<file path="src/inc/vip_pkg.sv">
package vip_pkg;

  ////////////////////////////////////////////////////////////////////////////
  // Source and trap population
  localparam int NSRC  = 118;
  localparam int NTRAP = 5;
  localparam int NEXT  = 5;
  // Implemented request numbers, one bit per request, request 0 in bit 0
  localparam logic [127:0] IMPL_WORDS =
    128'h003FC3FF_C03E0A46_0666007F_FF1F7FFF;
  localparam logic [NSRC-1:0] IMPL_MASK = IMPL_WORDS[NSRC-1:0];
  // Request numbers of the five external request pins
  localparam int EXT_IRQ [NEXT] = '{0, 20, 29, 53, 54};
  localparam int IRQ_PWM_FIRST = 94;
  localparam int NUM_PWM       = 9;
  localparam int IRQ_ADC_FIRST = 110;
  localparam int NUM_ADC_PAIR  = 8;

  ////////////////////////////////////////////////////////////////////////////
  // Vector table layout
  localparam logic [23:0] RESET_PC     = 24'h000000;
  localparam logic [23:0] TABLE_BASE   = 24'h000004;
  localparam logic [23:0] ALT_OFFSET   = 24'h000100;
  localparam logic [6:0]  IRQ_VEC_OFS  = 7'h08;
  localparam logic [6:0]  TRAP_VEC_OFS = 7'h01;
  localparam logic [3:0]  TRAP_LVL_TOP = 4'hE;

  ////////////////////////////////////////////////////////////////////////////
  // Fixed entry and return latency in clock cycles
  localparam logic [2:0] ENTRY_CYCLES  = 3'h3;
  localparam logic [2:0] RETURN_CYCLES = 3'h3;

  ////////////////////////////////////////////////////////////////////////////
  // APB byte offsets and field positions
  localparam logic [11:0] CTRL_OFS   = 12'h000;
  localparam logic [11:0] LEVEL_OFS  = 12'h004;
  localparam logic [11:0] LATCH_OFS  = 12'h008;
  localparam logic [11:0] TRAP_OFS   = 12'h00C;
  localparam logic [11:0] FLAG_OFS   = 12'h010;
  localparam logic [11:0] ENABLE_OFS = 12'h020;
  localparam logic [11:0] PRIO_OFS   = 12'h030;
  localparam logic [11:0] PRIO_END   = 12'h070;
  localparam int CTRL_NEST_BIT = 0;
  localparam int CTRL_ALT_BIT  = 1;
  localparam int CTRL_POL_LSB  = 2;
  localparam int LATCH_LVL_LSB = 8;

  typedef enum logic [1:0] {VIP_IDLE, VIP_ENTRY, VIP_RETURN} vip_state_e;

  // Program address of the table entry for a vector number
  function automatic logic [23:0] vip_vec_addr(input logic [6:0] vnum,
                                               input logic alt);
    logic [23:0] a;
    a = TABLE_BASE + {16'h0000, vnum, 1'b0};
    vip_vec_addr = alt ? a + ALT_OFFSET : a;
  endfunction

endpackage

</file>
<file path="src/hw/vip_sync.sv">
`timescale 1ns/1ps
`default_nettype none
module vip_sync
  import vip_pkg::*;
#(
  parameter int W = 5
) (
  input  wire logic         pclk,
  input  wire logic         presetn,
  input  wire logic [W-1:0] d,
  output var  logic [W-1:0] q
);

  logic [W-1:0] meta_r;

  // Two stages; only the second stage is visible outside
  always_ff @(posedge pclk or negedge presetn) begin
    if (!presetn) begin
      meta_r <= '0;
      q      <= '0;
    end else begin
      meta_r <= d;
      q      <= meta_r;
    end
  end

endmodule
`default_nettype wire

</file>
<file path="src/hw/vip_prio_enc.sv">
`timescale 1ns/1ps
`default_nettype none
module vip_prio_enc
  import vip_pkg::*;
#(
  parameter int N = 118
) (
  input  wire logic [N-1:0]      req,
  input  wire logic [N-1:0][2:0] prio,
  output logic                   found,
  output logic [6:0]             idx,
  output logic [2:0]             level
);

  // Walk from the bottom of the table up so that on equal level the
  // lower request number overwrites: natural order breaks ties.
  always_comb begin
    found = 1'b0;
    idx   = '0;
    level = '0;
    for (int i = N - 1; i >= 0; i--) begin
      if (req[i] && prio[i] != 3'h0 && prio[i] >= level) begin
        found = 1'b1;
        idx   = 7'(i);
        level = prio[i];
      end
    end
  end

endmodule
`default_nettype wire

</file>
<file path="src/hw/vip_top.sv">
// The address map and register access over APB were left to the implementer.
`timescale 1ns/1ps
`default_nettype none
module vip_top
  import vip_pkg::*;
(
  input  wire logic                      pclk,
  input  wire logic                      presetn,
  // APB slave
  input  wire logic                      psel,
  input  wire logic                      penable,
  input  wire logic                      pwrite,
  input  wire logic [11:0]               paddr,
  input  wire logic [31:0]               pwdata,
  output logic      [31:0]               prdata,
  output logic                           pready,
  output logic                           pslverr,
  // Peripheral and pin sources
  input  wire logic [NSRC-1:0]           periph_req,
  input  wire logic [NUM_PWM-1:0]        pwm_req,
  input  wire logic [NUM_ADC_PAIR-1:0]   adc_pair_req,
  input  wire logic [NEXT-1:0]           ext_pin,
  input  wire logic [NTRAP-1:0]          trap_req,
  // Core side
  output logic                           irq_req,
  input  wire logic                      irq_ack,
  input  wire logic                      irq_ret,
  input  wire logic [3:0]                ret_level,
  output logic                           vec_valid,
  output logic      [6:0]                vec_number,
  output logic      [23:0]               vec_addr,
  output logic      [3:0]                new_level,
  output logic                           ret_done,
  output logic      [3:0]                cpu_priority_level,
  output logic      [23:0]               start_addr
);

  ////////////////////////////////////////////////////////////////////////////
  // State

  typedef struct packed {
    logic [NSRC-1:0]      request_flag_bits;
    logic [NSRC-1:0]      request_enable_bits;
    logic [NSRC-1:0][2:0] source_priority_fields;
    logic [NTRAP-1:0]     trap_flag;
    logic                 nesting_disable;
    logic                 alt_table_select;
    logic [NEXT-1:0]      ext_falling;
    logic [NEXT-1:0]      ext_prev;
    logic [3:0]           cpu_lvl;
    logic [6:0]           latched_vector_number;
    logic [3:0]           latched_new_level;
    logic [23:0]          vaddr;
    vip_state_e           st;
    logic [2:0]           cnt;
    logic [3:0]           nest;
    logic [3:0]           ret_lvl;
    logic                 vec_go;
    logic                 ret_go;
    logic                 apb_ack;
    logic [31:0]          rdata;
    logic                 slverr;
  } vip_regs_s;

  vip_regs_s r_r;
  vip_regs_s r_nxt;

  logic [NEXT-1:0]   ext_s;
  logic [NSRC-1:0]   src_all;
  logic [NSRC-1:0]   pend;
  logic              u_found;
  logic [6:0]        u_idx;
  logic [2:0]        u_lvl;
  logic              tr_any;
  logic [2:0]        tr_idx;
  logic [3:0]        cand_lvl;
  logic [6:0]        cand_vec;
  logic              blocked;
  logic              req_c;

  ////////////////////////////////////////////////////////////////////////////
  // Pin synchroniser and priority search

  vip_sync #(.W(NEXT)) u_sync (
    .pclk    (pclk),
    .presetn (presetn),
    .d       (ext_pin),
    .q       (ext_s)
  );

  vip_prio_enc #(.N(NSRC)) u_enc (
    .req   (pend),
    .prio  (r_r.source_priority_fields),
    .found (u_found),
    .idx   (u_idx),
    .level (u_lvl)
  );

  // Gather every source into one vector indexed by request number
  always_comb begin
    src_all = periph_req;
    src_all[IRQ_PWM_FIRST +: NUM_PWM] =
      src_all[IRQ_PWM_FIRST +: NUM_PWM] | pwm_req;
    src_all[IRQ_ADC_FIRST +: NUM_ADC_PAIR] =
      src_all[IRQ_ADC_FIRST +: NUM_ADC_PAIR] | adc_pair_req;
    for (int e = 0; e < NEXT; e++) begin
      src_all[EXT_IRQ[e]] = src_all[EXT_IRQ[e]] |
        (r_r.ext_falling[e] ? (r_r.ext_prev[e] & ~ext_s[e])
                            : (~r_r.ext_prev[e] & ext_s[e]));
    end
    src_all = src_all & IMPL_MASK;
  end

  // Traps outrank every user level; lowest trap vector wins among them
  always_comb begin
    tr_any = |r_r.trap_flag;
    tr_idx = '0;
    for (int t = NTRAP - 1; t >= 0; t--) begin
      if (r_r.trap_flag[t]) begin
        tr_idx = 3'(t);
      end
    end
  end

  // One request toward the core out of all pending sources
  always_comb begin
    pend     = r_r.request_flag_bits & r_r.request_enable_bits
               & IMPL_MASK;
    cand_lvl = tr_any ? TRAP_LVL_TOP - {1'b0, tr_idx}
                      : {1'b0, u_lvl};
    cand_vec = tr_any ? TRAP_VEC_OFS + {4'h0, tr_idx}
                      : IRQ_VEC_OFS + u_idx;
    // Nesting disable keeps user sources out while any request or trap is in service
    blocked  = r_r.nesting_disable && r_r.nest != 4'h0 && !tr_any;
    req_c    = r_r.st == VIP_IDLE && (tr_any || u_found) &&
               cand_lvl > r_r.cpu_lvl && !blocked;
  end

  ////////////////////////////////////////////////////////////////////////////
  // Next state

  always_comb begin
    logic [11:0]  a;
    logic [127:0] keep_f;
    logic [127:0] flag_p;
    logic [127:0] en_p;
    logic [31:0]  rd;
    logic         hit;
    int           w;
    int           k;
    a      = {paddr[11:2], 2'b00};
    keep_f = '1;
    flag_p = {10'h000, r_r.request_flag_bits};
    en_p   = {10'h000, r_r.request_enable_bits};
    rd     = '0;
    hit    = 1'b1;
    w      = 0;
    k      = 0;
    r_nxt  = r_r;
    r_nxt.vec_go   = 1'b0;
    r_nxt.ret_go   = 1'b0;
    r_nxt.ext_prev = ext_s;

    // Register read decode; unmapped words answer with an error
    if (a == CTRL_OFS) begin
      rd[CTRL_NEST_BIT] = r_r.nesting_disable;
      rd[CTRL_ALT_BIT]  = r_r.alt_table_select;
      rd[CTRL_POL_LSB +: NEXT] = r_r.ext_falling;
    end else if (a == LEVEL_OFS) begin
      rd[3:0] = r_r.cpu_lvl;
    end else if (a == LATCH_OFS) begin
      rd[6:0] = r_r.latched_vector_number;
      rd[LATCH_LVL_LSB +: 4] = r_r.latched_new_level;
    end else if (a == TRAP_OFS) begin
      rd[NTRAP-1:0] = r_r.trap_flag;
    end else if (a >= FLAG_OFS && a < ENABLE_OFS) begin
      w  = int'(a[3:2]);
      rd = flag_p[32*w +: 32];
    end else if (a >= ENABLE_OFS && a < PRIO_OFS) begin
      w  = int'(a[3:2]);
      rd = en_p[32*w +: 32];
    end else if (a >= PRIO_OFS && a < PRIO_END) begin
      w = int'(a[11:2]) - int'(PRIO_OFS[11:2]);
      for (int j = 0; j < 8; j++) begin
        k = w * 8 + j;
        if (k < NSRC) begin
          rd[4*j +: 3] = r_r.source_priority_fields[k];
        end
      end
    end else begin
      hit = 1'b0;
    end

    // APB: one wait state, then pready with registered data
    if (psel && penable && !r_r.apb_ack) begin
      r_nxt.apb_ack = 1'b1;
      r_nxt.rdata   = pwrite ? 32'h00000000 : rd;
      r_nxt.slverr  = !hit;
    end else if (psel && penable && r_r.apb_ack) begin
      r_nxt.apb_ack = 1'b0;
      r_nxt.slverr  = 1'b0;
      if (pwrite && hit) begin
        if (a == CTRL_OFS) begin
          r_nxt.nesting_disable  = pwdata[CTRL_NEST_BIT];
          r_nxt.alt_table_select = pwdata[CTRL_ALT_BIT];
          r_nxt.ext_falling      = pwdata[CTRL_POL_LSB +: NEXT];
        end else if (a == LEVEL_OFS) begin
          // Bit 3 belongs to hardware so traps cannot be masked
          if (!r_r.nesting_disable) begin
            r_nxt.cpu_lvl[2:0] = pwdata[2:0];
          end
        end else if (a == TRAP_OFS) begin
          r_nxt.trap_flag = r_r.trap_flag & pwdata[NTRAP-1:0];
        end else if (a >= FLAG_OFS && a < ENABLE_OFS) begin
          // Software may only clear: a written 0 clears, a 1 keeps
          keep_f[32*w +: 32] = pwdata;
        end else if (a >= ENABLE_OFS && a < PRIO_OFS) begin
          en_p[32*w +: 32] = pwdata;
          r_nxt.request_enable_bits = en_p[NSRC-1:0] & IMPL_MASK;
        end else if (a >= PRIO_OFS && a < PRIO_END) begin
          for (int j = 0; j < 8; j++) begin
            k = w * 8 + j;
            if (k < NSRC && IMPL_MASK[k]) begin
              r_nxt.source_priority_fields[k] = pwdata[4*j +: 3];
            end
          end
        end
      end
    end

    // Hardware set beats a software clear in the same cycle
    r_nxt.request_flag_bits = (r_r.request_flag_bits & keep_f[NSRC-1:0])
                              | src_all;
    r_nxt.trap_flag = r_nxt.trap_flag | trap_req;

    // Entry and return sequencing with fixed cycle counts
    unique case (r_r.st)
      VIP_IDLE: begin
        if (irq_ack && req_c) begin
          r_nxt.latched_vector_number = cand_vec;
          r_nxt.latched_new_level     = cand_lvl;
          r_nxt.vaddr = vip_vec_addr(cand_vec,
                                     r_r.alt_table_select);
          r_nxt.cpu_lvl = cand_lvl;
          r_nxt.nest    = (r_r.nest == 4'hF) ? r_r.nest : r_r.nest + 4'h1;
          r_nxt.cnt     = ENTRY_CYCLES - 3'h1;
          r_nxt.st      = VIP_ENTRY;
        end else if (irq_ret) begin
          r_nxt.ret_lvl = ret_level;
          r_nxt.cnt     = RETURN_CYCLES - 3'h1;
          r_nxt.st      = VIP_RETURN;
        end
      end
      VIP_ENTRY: begin
        if (r_r.cnt == 3'h0) begin
          r_nxt.vec_go = 1'b1;
          r_nxt.st     = VIP_IDLE;
        end else begin
          r_nxt.cnt = r_r.cnt - 3'h1;
        end
      end
      VIP_RETURN: begin
        if (r_r.cnt == 3'h0) begin
          r_nxt.cpu_lvl = r_r.ret_lvl;
          r_nxt.nest    = (r_r.nest == 4'h0) ? r_r.nest : r_r.nest - 4'h1;
          r_nxt.ret_go  = 1'b1;
          r_nxt.st      = VIP_IDLE;
        end else begin
          r_nxt.cnt = r_r.cnt - 3'h1;
        end
      end
    endcase
  end

  ////////////////////////////////////////////////////////////////////////////
  // State register; device reset clears everything

  always_ff @(posedge pclk or negedge presetn) begin
    if (!presetn) begin
      r_r <= '0;
    end else begin
      r_r <= r_nxt;
    end
  end

  ////////////////////////////////////////////////////////////////////////////
  // Outputs

  assign irq_req            = req_c;
  assign pready             = r_r.apb_ack;
  assign prdata             = r_r.rdata;
  assign pslverr            = r_r.slverr & r_r.apb_ack;
  assign vec_valid          = r_r.vec_go;
  assign vec_number         = r_r.latched_vector_number;
  assign vec_addr           = r_r.vaddr;
  assign new_level          = r_r.latched_new_level;
  assign ret_done           = r_r.ret_go;
  assign cpu_priority_level = r_r.cpu_lvl;
  // Start point after reset never comes from a table entry
  assign start_addr         = RESET_PC;

endmodule
`default_nettype wire

</file>
<file path="config.mk">
export PLATFORM = sky130hd
export DESIGN_NAME = vip_top
export DESIGN_NICKNAME = d
export VERILOG_FILES = /design/src/inc/vip_pkg.sv /design/src/hw/vip_sync.sv /design/src/hw/vip_prio_enc.sv /design/src/hw/vip_top.sv
export SDC_FILE = /design/constraint.sdc
export NUM_CORES = 2
export LEC_CHECK = 0
export BUFFER_PORTS_ARGS = -buffer_cell sky130_fd_sc_hd__buf_4
export CAP_MARGIN = 25
export CORE_MARGIN = 5
export CORE_UTILIZATION = 60
export DETAILED_ROUTE_END_ITERATION = 16
export PLACE_DENSITY = 0.85
export SLEW_MARGIN = 20
export SYNTH_ARGS = -nofsm -noshare
export SYNTH_HDL_FRONTEND = slang
export SYNTH_HIERARCHICAL = 1
export SYNTH_SLANG_ARGS = --single-unit
</file>
<file path="constraint.sdc">
create_clock -name pclk -period 169 [get_ports pclk]
set_input_delay 42.25 -clock pclk [delete_from_list [all_inputs] [get_ports pclk]]
set_output_delay 42.25 -clock pclk [all_outputs]
set_load 0.02 [all_outputs]
</file>
Word level (Yosys, flattened, before mapping). Memory sizes are Yosys's and may differ from the RTL's. Cells that the tools add are included.

$add $sub $neg: 24. Order comparisons: 118. Equality and inequality tests: 13. Shift operators: 4. Multiplexer cells: 463. Bitwise logic cells: 42. Reduce and logical (&&, ||, !) cells: 265.

Operators by type and width (number): 354-bit 2-to-1 mux (71); 354-bit bitwise mux (8); 118-bit 2-to-1 mux (7); 7-bit 2-to-1 mux (75); 3-bit 2-to-1 mux (131); 32-bit by 1-bit >= comparator with 1-bit output, second input constant (8); 32-bit by 8-bit < comparator with 1-bit output, second input constant (8); 32-bit by 9-bit < comparator with 1-bit output, second input constant (8); 128-bit by 8-bit variable part select with 32-bit output (2); 118-bit AND (2); 118-bit bitwise OR (2); 3-bit nonzero test (71); 3-bit >= comparator (70); 29-bit 2-to-1 mux (7); 32-bit 2-to-1 mux (6); 1-bit logical AND (171); 3-bit binary-select mux with 7-bit select (7); 3-bit demux with 7-bit select (7); 32-bit by 4-bit adder with 32-bit output, second input constant (4); 128-bit bitwise mux (1); 32-bit by 33-bit variable shift with 128-bit output, first input constant (1); 32-bit by 33-bit variable part select with 128-bit output (1); 118-bit inverter (1); 1-bit 2-to-1 mux (114); other kinds (70) (146).

Register bits after elaboration: 658. ROM bits: 912. Bits of input ports: 200. Output and inout port bits: 100. Word-level logic and storage cells: 1078. Memories: 8.

Memory list: (name not given) (depth 128, bits a word 1, read ports 1, clocked after Yosys merged registers in 0, write ports 0, line vip_top.sv:223) `if (k < NSRC && IMPL_MASK[k]) begin`; (name not given) (depth 128, bits a word 1, read ports 1, clocked after Yosys merged registers in 0, write ports 0, line vip_top.sv:223); (name not given) (depth 128, bits a word 1, read ports 1, clocked after Yosys merged registers in 0, write ports 0, line vip_top.sv:223); (name not given) (depth 128, bits a word 1, read ports 1, clocked after Yosys merged registers in 0, write ports 0, line vip_top.sv:223); (name not given) (depth 128, bits a word 1, read ports 1, clocked after Yosys merged registers in 0, write ports 0, line vip_top.sv:223); (name not given) (depth 128, bits a word 1, read ports 1, clocked after Yosys merged registers in 0, write ports 0, line vip_top.sv:223); +2 memories.

Longest topological paths before layout.
Word-level depth: 221. Gate-level depth with buffers: 910. Depth with buffers taken out: 909.

By module. The synthesis kept the hierarchy.

Modules (own cells, without submodules): vip_top (times used 1, cells each 2621, area each 31331.3 um2, sequential area each 15815.2 um2); vip_prio_enc (times used 1, cells each 3175, area each 19464.9 um2, sequential area each 0.0 um2); vip_sync (times used 1, cells each 10, area each 250.2 um2, sequential area each 250.2 um2).

Least setup slack after synthesis. OpenSTA, ideal clock, no wires.

Kind: reg2out. From: reg r_r[694] in the netlist's numbering. To: out irq_req. Data arrival time: 100.251 ns. Data required time: 126.750 ns. Setup slack: 26.499 ns. Cell stages (with the launch flop): 583. Path buffers: 1. Cell sequence: dfrtp_1 > and2_1 > and2_1 > ha_1 > nor2b_2 > o21ai_4 > nand2_1 > nand2_1 > o21ai_0 > ha_1 > o32ai_1 > o221ai_2 > nand3_1 > a32o_1 > ha_1 > nand2b_1 > nor2_1 > o31a_1 > (+547 left out) > o31ai_1 > and2_1 > nor3_2 > nor2_1 > ha_1 > nand2b_1 > a21o_1 > a21oi_1 > nor2b_1 > o31a_1 > mux2i_1 > o21ai_0 > inv_1 > ha_1 > nor2b_1 > o21a_1 > o21a_1 > o21a_1.

Word-level cells in the longest chain between the ends: 218. Elaborated cells on any way between the ends: 291. Classes of those cells: 71 x order compare; 143 x mux; 1 x bitwise; 76 x reduce/logical.

Ends and longest elaborated chain: start, declared (line vip_top.sv:65) `vip_regs_s r_r;`; start signal, assigned (line vip_top.sv:282) `r_r <= r_nxt;`; 118-bit AND (*) (line vip_top.sv:127) `pend = r_r.request_flag_bits & r_r.request_enable_bits`; net pend[117] (line vip_top.sv:70) `logic [NSRC-1:0] pend;`; 1-bit logical AND (*) (2 in a row) (line vip_prio_enc.sv:22) `if (req[i] && prio[i] != 3'h0 && prio[i] >= level) begin`; 3-bit 2-to-1 mux (*) (line vip_prio_enc.sv:22); 3-bit >= comparator (line vip_prio_enc.sv:22); 1-bit logical AND (line vip_prio_enc.sv:22); 3-bit 2-to-1 mux (*) (line vip_prio_enc.sv:22); 3-bit >= comparator (line vip_prio_enc.sv:22); (+204 left out); 1-bit logical AND (line vip_prio_enc.sv:22); 3-bit 2-to-1 mux (*) (line vip_prio_enc.sv:22); net u_lvl[1] (line vip_top.sv:73) `logic [2:0] u_lvl;`; 4-bit 2-to-1 mux (*) (line vip_top.sv:129) `cand_lvl = tr_any ? TRAP_LVL_TOP - {1'b0, tr_idx}`; net cand_lvl[1] (line vip_top.sv:76) `logic [3:0] cand_lvl;`; 4-bit greater-than comparator (*) (line vip_top.sv:136) `cand_lvl > r_r.cpu_lvl && !blocked;`; 1-bit logical AND (*) (line vip_top.sv:135) `req_c = r_r.st == VIP_IDLE && (tr_any || u_found) &&`; 1-bit logical AND (*) (line vip_top.sv:136); end, declared (line vip_top.sv:25) `output logic irq_req,`.

The timed path passes the listed nets; every way through them passes the cells marked *.

Final worst setup path. Ends and elaborated chain as after synthesis.

==> run_results.csv <==
group,metric,value,unit
sta,fmax,0.00621,GHz
route,drc_errors,0,
power,peakVddDrop,0.0000110,V
global_route,antenna_found_initial,14,
worst_setup_path,crit_fanout,10,
clocking,clock_latency,0.68,ns
worst_setup_path,cp_top_family,"compound AO/OA/AOI/OAI gates",
worst_hold_path,holdPathEnd,"u_sync/q[3]",
synth,synth_top_family_by_area,"compound AO/OA/AOI/OAI gates",
worst_setup_path,timing.critical_path.buf_inv,16,
clocking,cts.sinks,642,
final_layout,drive_above_1_share,17.2,%
worst_setup_path,critPathRequiredTime,126.75,ns
route,wl_per_cell,27.9,microns
placement,dp_cells,7122,
sta,setup_viol,0,
worst_setup_path,r2r_cells,584,
floorplan,die_height,302,microns
clocking,htree_levels,3,
worst_setup_path,start_kind,"flop",
worst_setup_path,worst_path_max_delay_cell,"or4_1",
sta,hold_ws,0.351,ns
final_layout,area_delta_synth_final,10.4,%
synth,synth_top_area_share,31.5,%
final_layout,stdcell_count,7257,
worst_setup_path,critPathKind,"reg -> out",
sta,drv_slew,0,
placement,io_buffers,211,
floorplan,dieArea,91000,sq um
worst_setup_path,end_kind,"primary output",
synth,synth_compound_area_share,23.6,%
sta,fin_crit_sh,95.4,%
power,power_per_cell_area,6.60,nW/um^2
synth,ys_top_cells_by_area,"dfrtp_1 (31%), mux2_2 (8.4%), mux4_2 (5.3%), nand2_1 (4.9%), ha_1 (3.7%)",
route,drt_wl_total,203000,microns
global_route,grtUsageTotal,42.7,%
worst_setup_path,timing.rr.end,"r_r[46]",
run_status,status,"complete, no violations",
clocking,clockRootBuffer,"clkbuf_16",
synth,yosysSeqAreaShare,31.5,%
clocking,cts_tree,"done",
global_route,grt_pass1_vias,46700,
synth,ys_dominant_reg_cell,"dfrtp_1",
synth,synth_edf_count,0,
clocking,hold_buffers,0,
synth,syn_area,51000,sq um
sta,finalCriticalPeriod,161.15,ns
synth,avgSynthCellArea,8.79,sq um
synth,ys_warn_count,6,
placement,preCtsSetupSlack,9.62,ns
sta,worst_slew_pin_slew,1.14,ns
synth,synth_seq_cells,642,
synth,synth-xor-area-share,0.172,%
final_layout,nets,6405,
worst_hold_path,min-delay-start,"u_sync/meta_r[3]",
synth,synth_top_area_cell,"dfrtp_1",
route,drtPass1Iterations,10,
floorplan,io_pins,300,
worst_setup_path,worstPathArrival,118.90,ns
power,power.leakage,25.1,nW
route,ant_nets,0,
clocking,clk_pin_slew,0.06,ns
worst_hold_path,hp-class,"reg -> reg",
synth,synth_cells,5806,
synth,synth_cell_types,132,
worst_hold_path,whs_path_depth,0,
global_route,overflow,0,
route,viasPerCell,6.97,
synth,synth_adder_area_share,4.65,%
synth,synth-simple-area-share,19.3,%
clocking,cts_max_path_buffers,3,
floorplan,num_rows,107,
sta,skew,0.0598,ns
placement,hpwl,154000,microns
sta,setup_ws,7.85,ns
worst_setup_path,ff2ff_setup_slack,49.59,ns
worst_setup_path,slowest_delay,0.57,ns
flow_run,drv_cap,0,
placement,place.gp.congestion,1.06,
global_route,grt_max_degree,191,
worst_setup_path,timing.rr.start,"r_r[694]",
route,drt_iter0_markers,7401,
floorplan,dieWidth,302,microns
sta,slew_headroom,23.7,%
synth,ys_async_sr_fraction,100,%
final_layout,final_util,66.5,%
floorplan,initial_utilization,60.2,%
worst_setup_path,timing.critical_path.mode_cell,"ha_1",
sta,finalHoldViolations,0,
global_route,grt_pass1_wl,294000,microns
final_layout,fillers,6812,
clocking,cts_buffers,72,
floorplan,placeableCoreArea,84700,sq um
route,vias,50600,
synth,synth.area.mux_share,15.3,%
-- how the worst max path moves through the flow --
stage | from | to | slack, ns | cells after the start
global route | r_r[694] | irq_req | -0.009 | 585
finish | r_r[694] | irq_req | 7.85 | 582
detailed placement | r_r[694] | irq_req | 9.62 | 581
floorplan | r_r[694] | irq_req | 26.50 | 582
global placement | r_r[694] | irq_req | 11.47 | 582
CTS | r_r[694] | irq_req | 8.28 | 581
-- worst reg2reg max path: cells and delay by family (launching register included) --
kind | cells | cell delay, ns
AND/OR/NAND/NOR | 226 | 34.47
buffers and inverters | 15 | 1.39
AO/OA/AOI/OAI | 237 | 52.19
flip-flops | 1 | 0.47
adder cells (fa/ha/maj) | 86 | 24.66
multiplexers | 20 | 6.17
-- cells in the mapped netlist (all sizes together), types with 20 or more instances --
cell type	number
a211oi	51
a21boi	72
a21o	54
a21oi	365
a221oi	23
a22oi	37
a31o	22
a31oi	87
and2	182
and3	66
buf	167
clkbuf	164
dfrtp	642
ha	149
inv	297
maj3	49
mux2	384
mux2i	82
mux4	119
nand2	660
nand2b	131
nand3	163
nand4	52
nor2	409
nor2b	54
nor3	121
nor3b	26
nor4	23
o2111ai	23
o211a	37
o211ai	82
o21a	106
o21ai	395
o21bai	20
o221ai	23
o22ai	32
o31a	23
o31ai	75
or2	35
or3	29
-- power by group --
group / total, mW / internal [mW] / switching [mW] / leakage (nW)
logic: 0.0426 / 0.0149 / 0.0277 / 15.5
clock network: 0.169 / 0.0972 / 0.0713 / 1.24
registers: 0.160 / 0.157 / 0.00338 / 8.42
-- repair_timing --
item | in CTS | in global routing
endpoints found under the setup margin | 0 | 1
resized for setup | 0 | 18
setup buffers | 0 | 1
-- layout by cell type, fill, tap and decap left out, types with 60 or more instances in the layout --
cell type / n
nand2_1: 660
dfrtp_1: 642
nor2_1: 398
mux2_2: 380
a21oi_1: 355
o21ai_0: 340
inv_1: 297
conb_1: 259
buf_4: 239
and2_1: 179
nand3_1: 155
ha_1: 149
nand2b_1: 131
mux4_2: 119
nor3_1: 112
o21a_1: 104
a31oi_1: 84
mux2i_1: 82
o211ai_1: 78
clkbuf_16: 72
o31ai_1: 68
and3_1: 65
a21boi_0: 60
-- flip-flops by register name (all words and copies together) (netlist names) --
signal,flops
r_r,574
prdata,32
vec_addr,8
vec_number,7
u_sync/meta_r,5
u_sync/q,5
cpu_priority_level,4
new_level,4
pready,1
ret_done,1
vec_valid,1
-- layer usage --
| metal | vias to the layer above | track usage [%] | share of wire, % |
|---|---|---|---|
| li1 | 21700 | - | - |
| met1 | 24400 | 54.4 | 36 |
| met2 | 3563 | 62.6 | 42 |
| met3 | 871 | 12.1 | 13 |
| met4 | 8 | 30.6 | 9.1 |
| met5 | - | 0 | 0.026 |
-- final cells by class --
cell class	instances	area (sq um)	area share, %
inverters	298	1120	1.99
well taps	1144	1430	2.54
flip-flops and latches	642	16100	28.5
diodes	2	5.00	0.00888
clock inverters	28	419	0.744
multi-input cells	4792	33200	59.0
repair buffers	249	1930	3.43
clock buffers	102	2130	3.79
-- through the flow --
step	power (mW)	setup TNS [ns]	instance area, sq um
floorplan	0.188	0	52000
global placement	0.203	0	53700
detailed placement	0.204	0	53700
CTS	0.370	0	56200
global route	0.381	-0.00888	56300
finish	0.372	0	56300
-- logic make-up after synthesis --
| group | Yosys count |
|---|---|
| other | 2 |
| AOI/OAI and AO/OA | 1743 |
| DFF | 642 |
| and+or+nand+nor | 1996 |
| muxes | 585 |
| adders and majority gates | 199 |
| buffers and inverters | 629 |
| xor gates and xnor gates | 10 |
(Power assumes the default switching activity.)
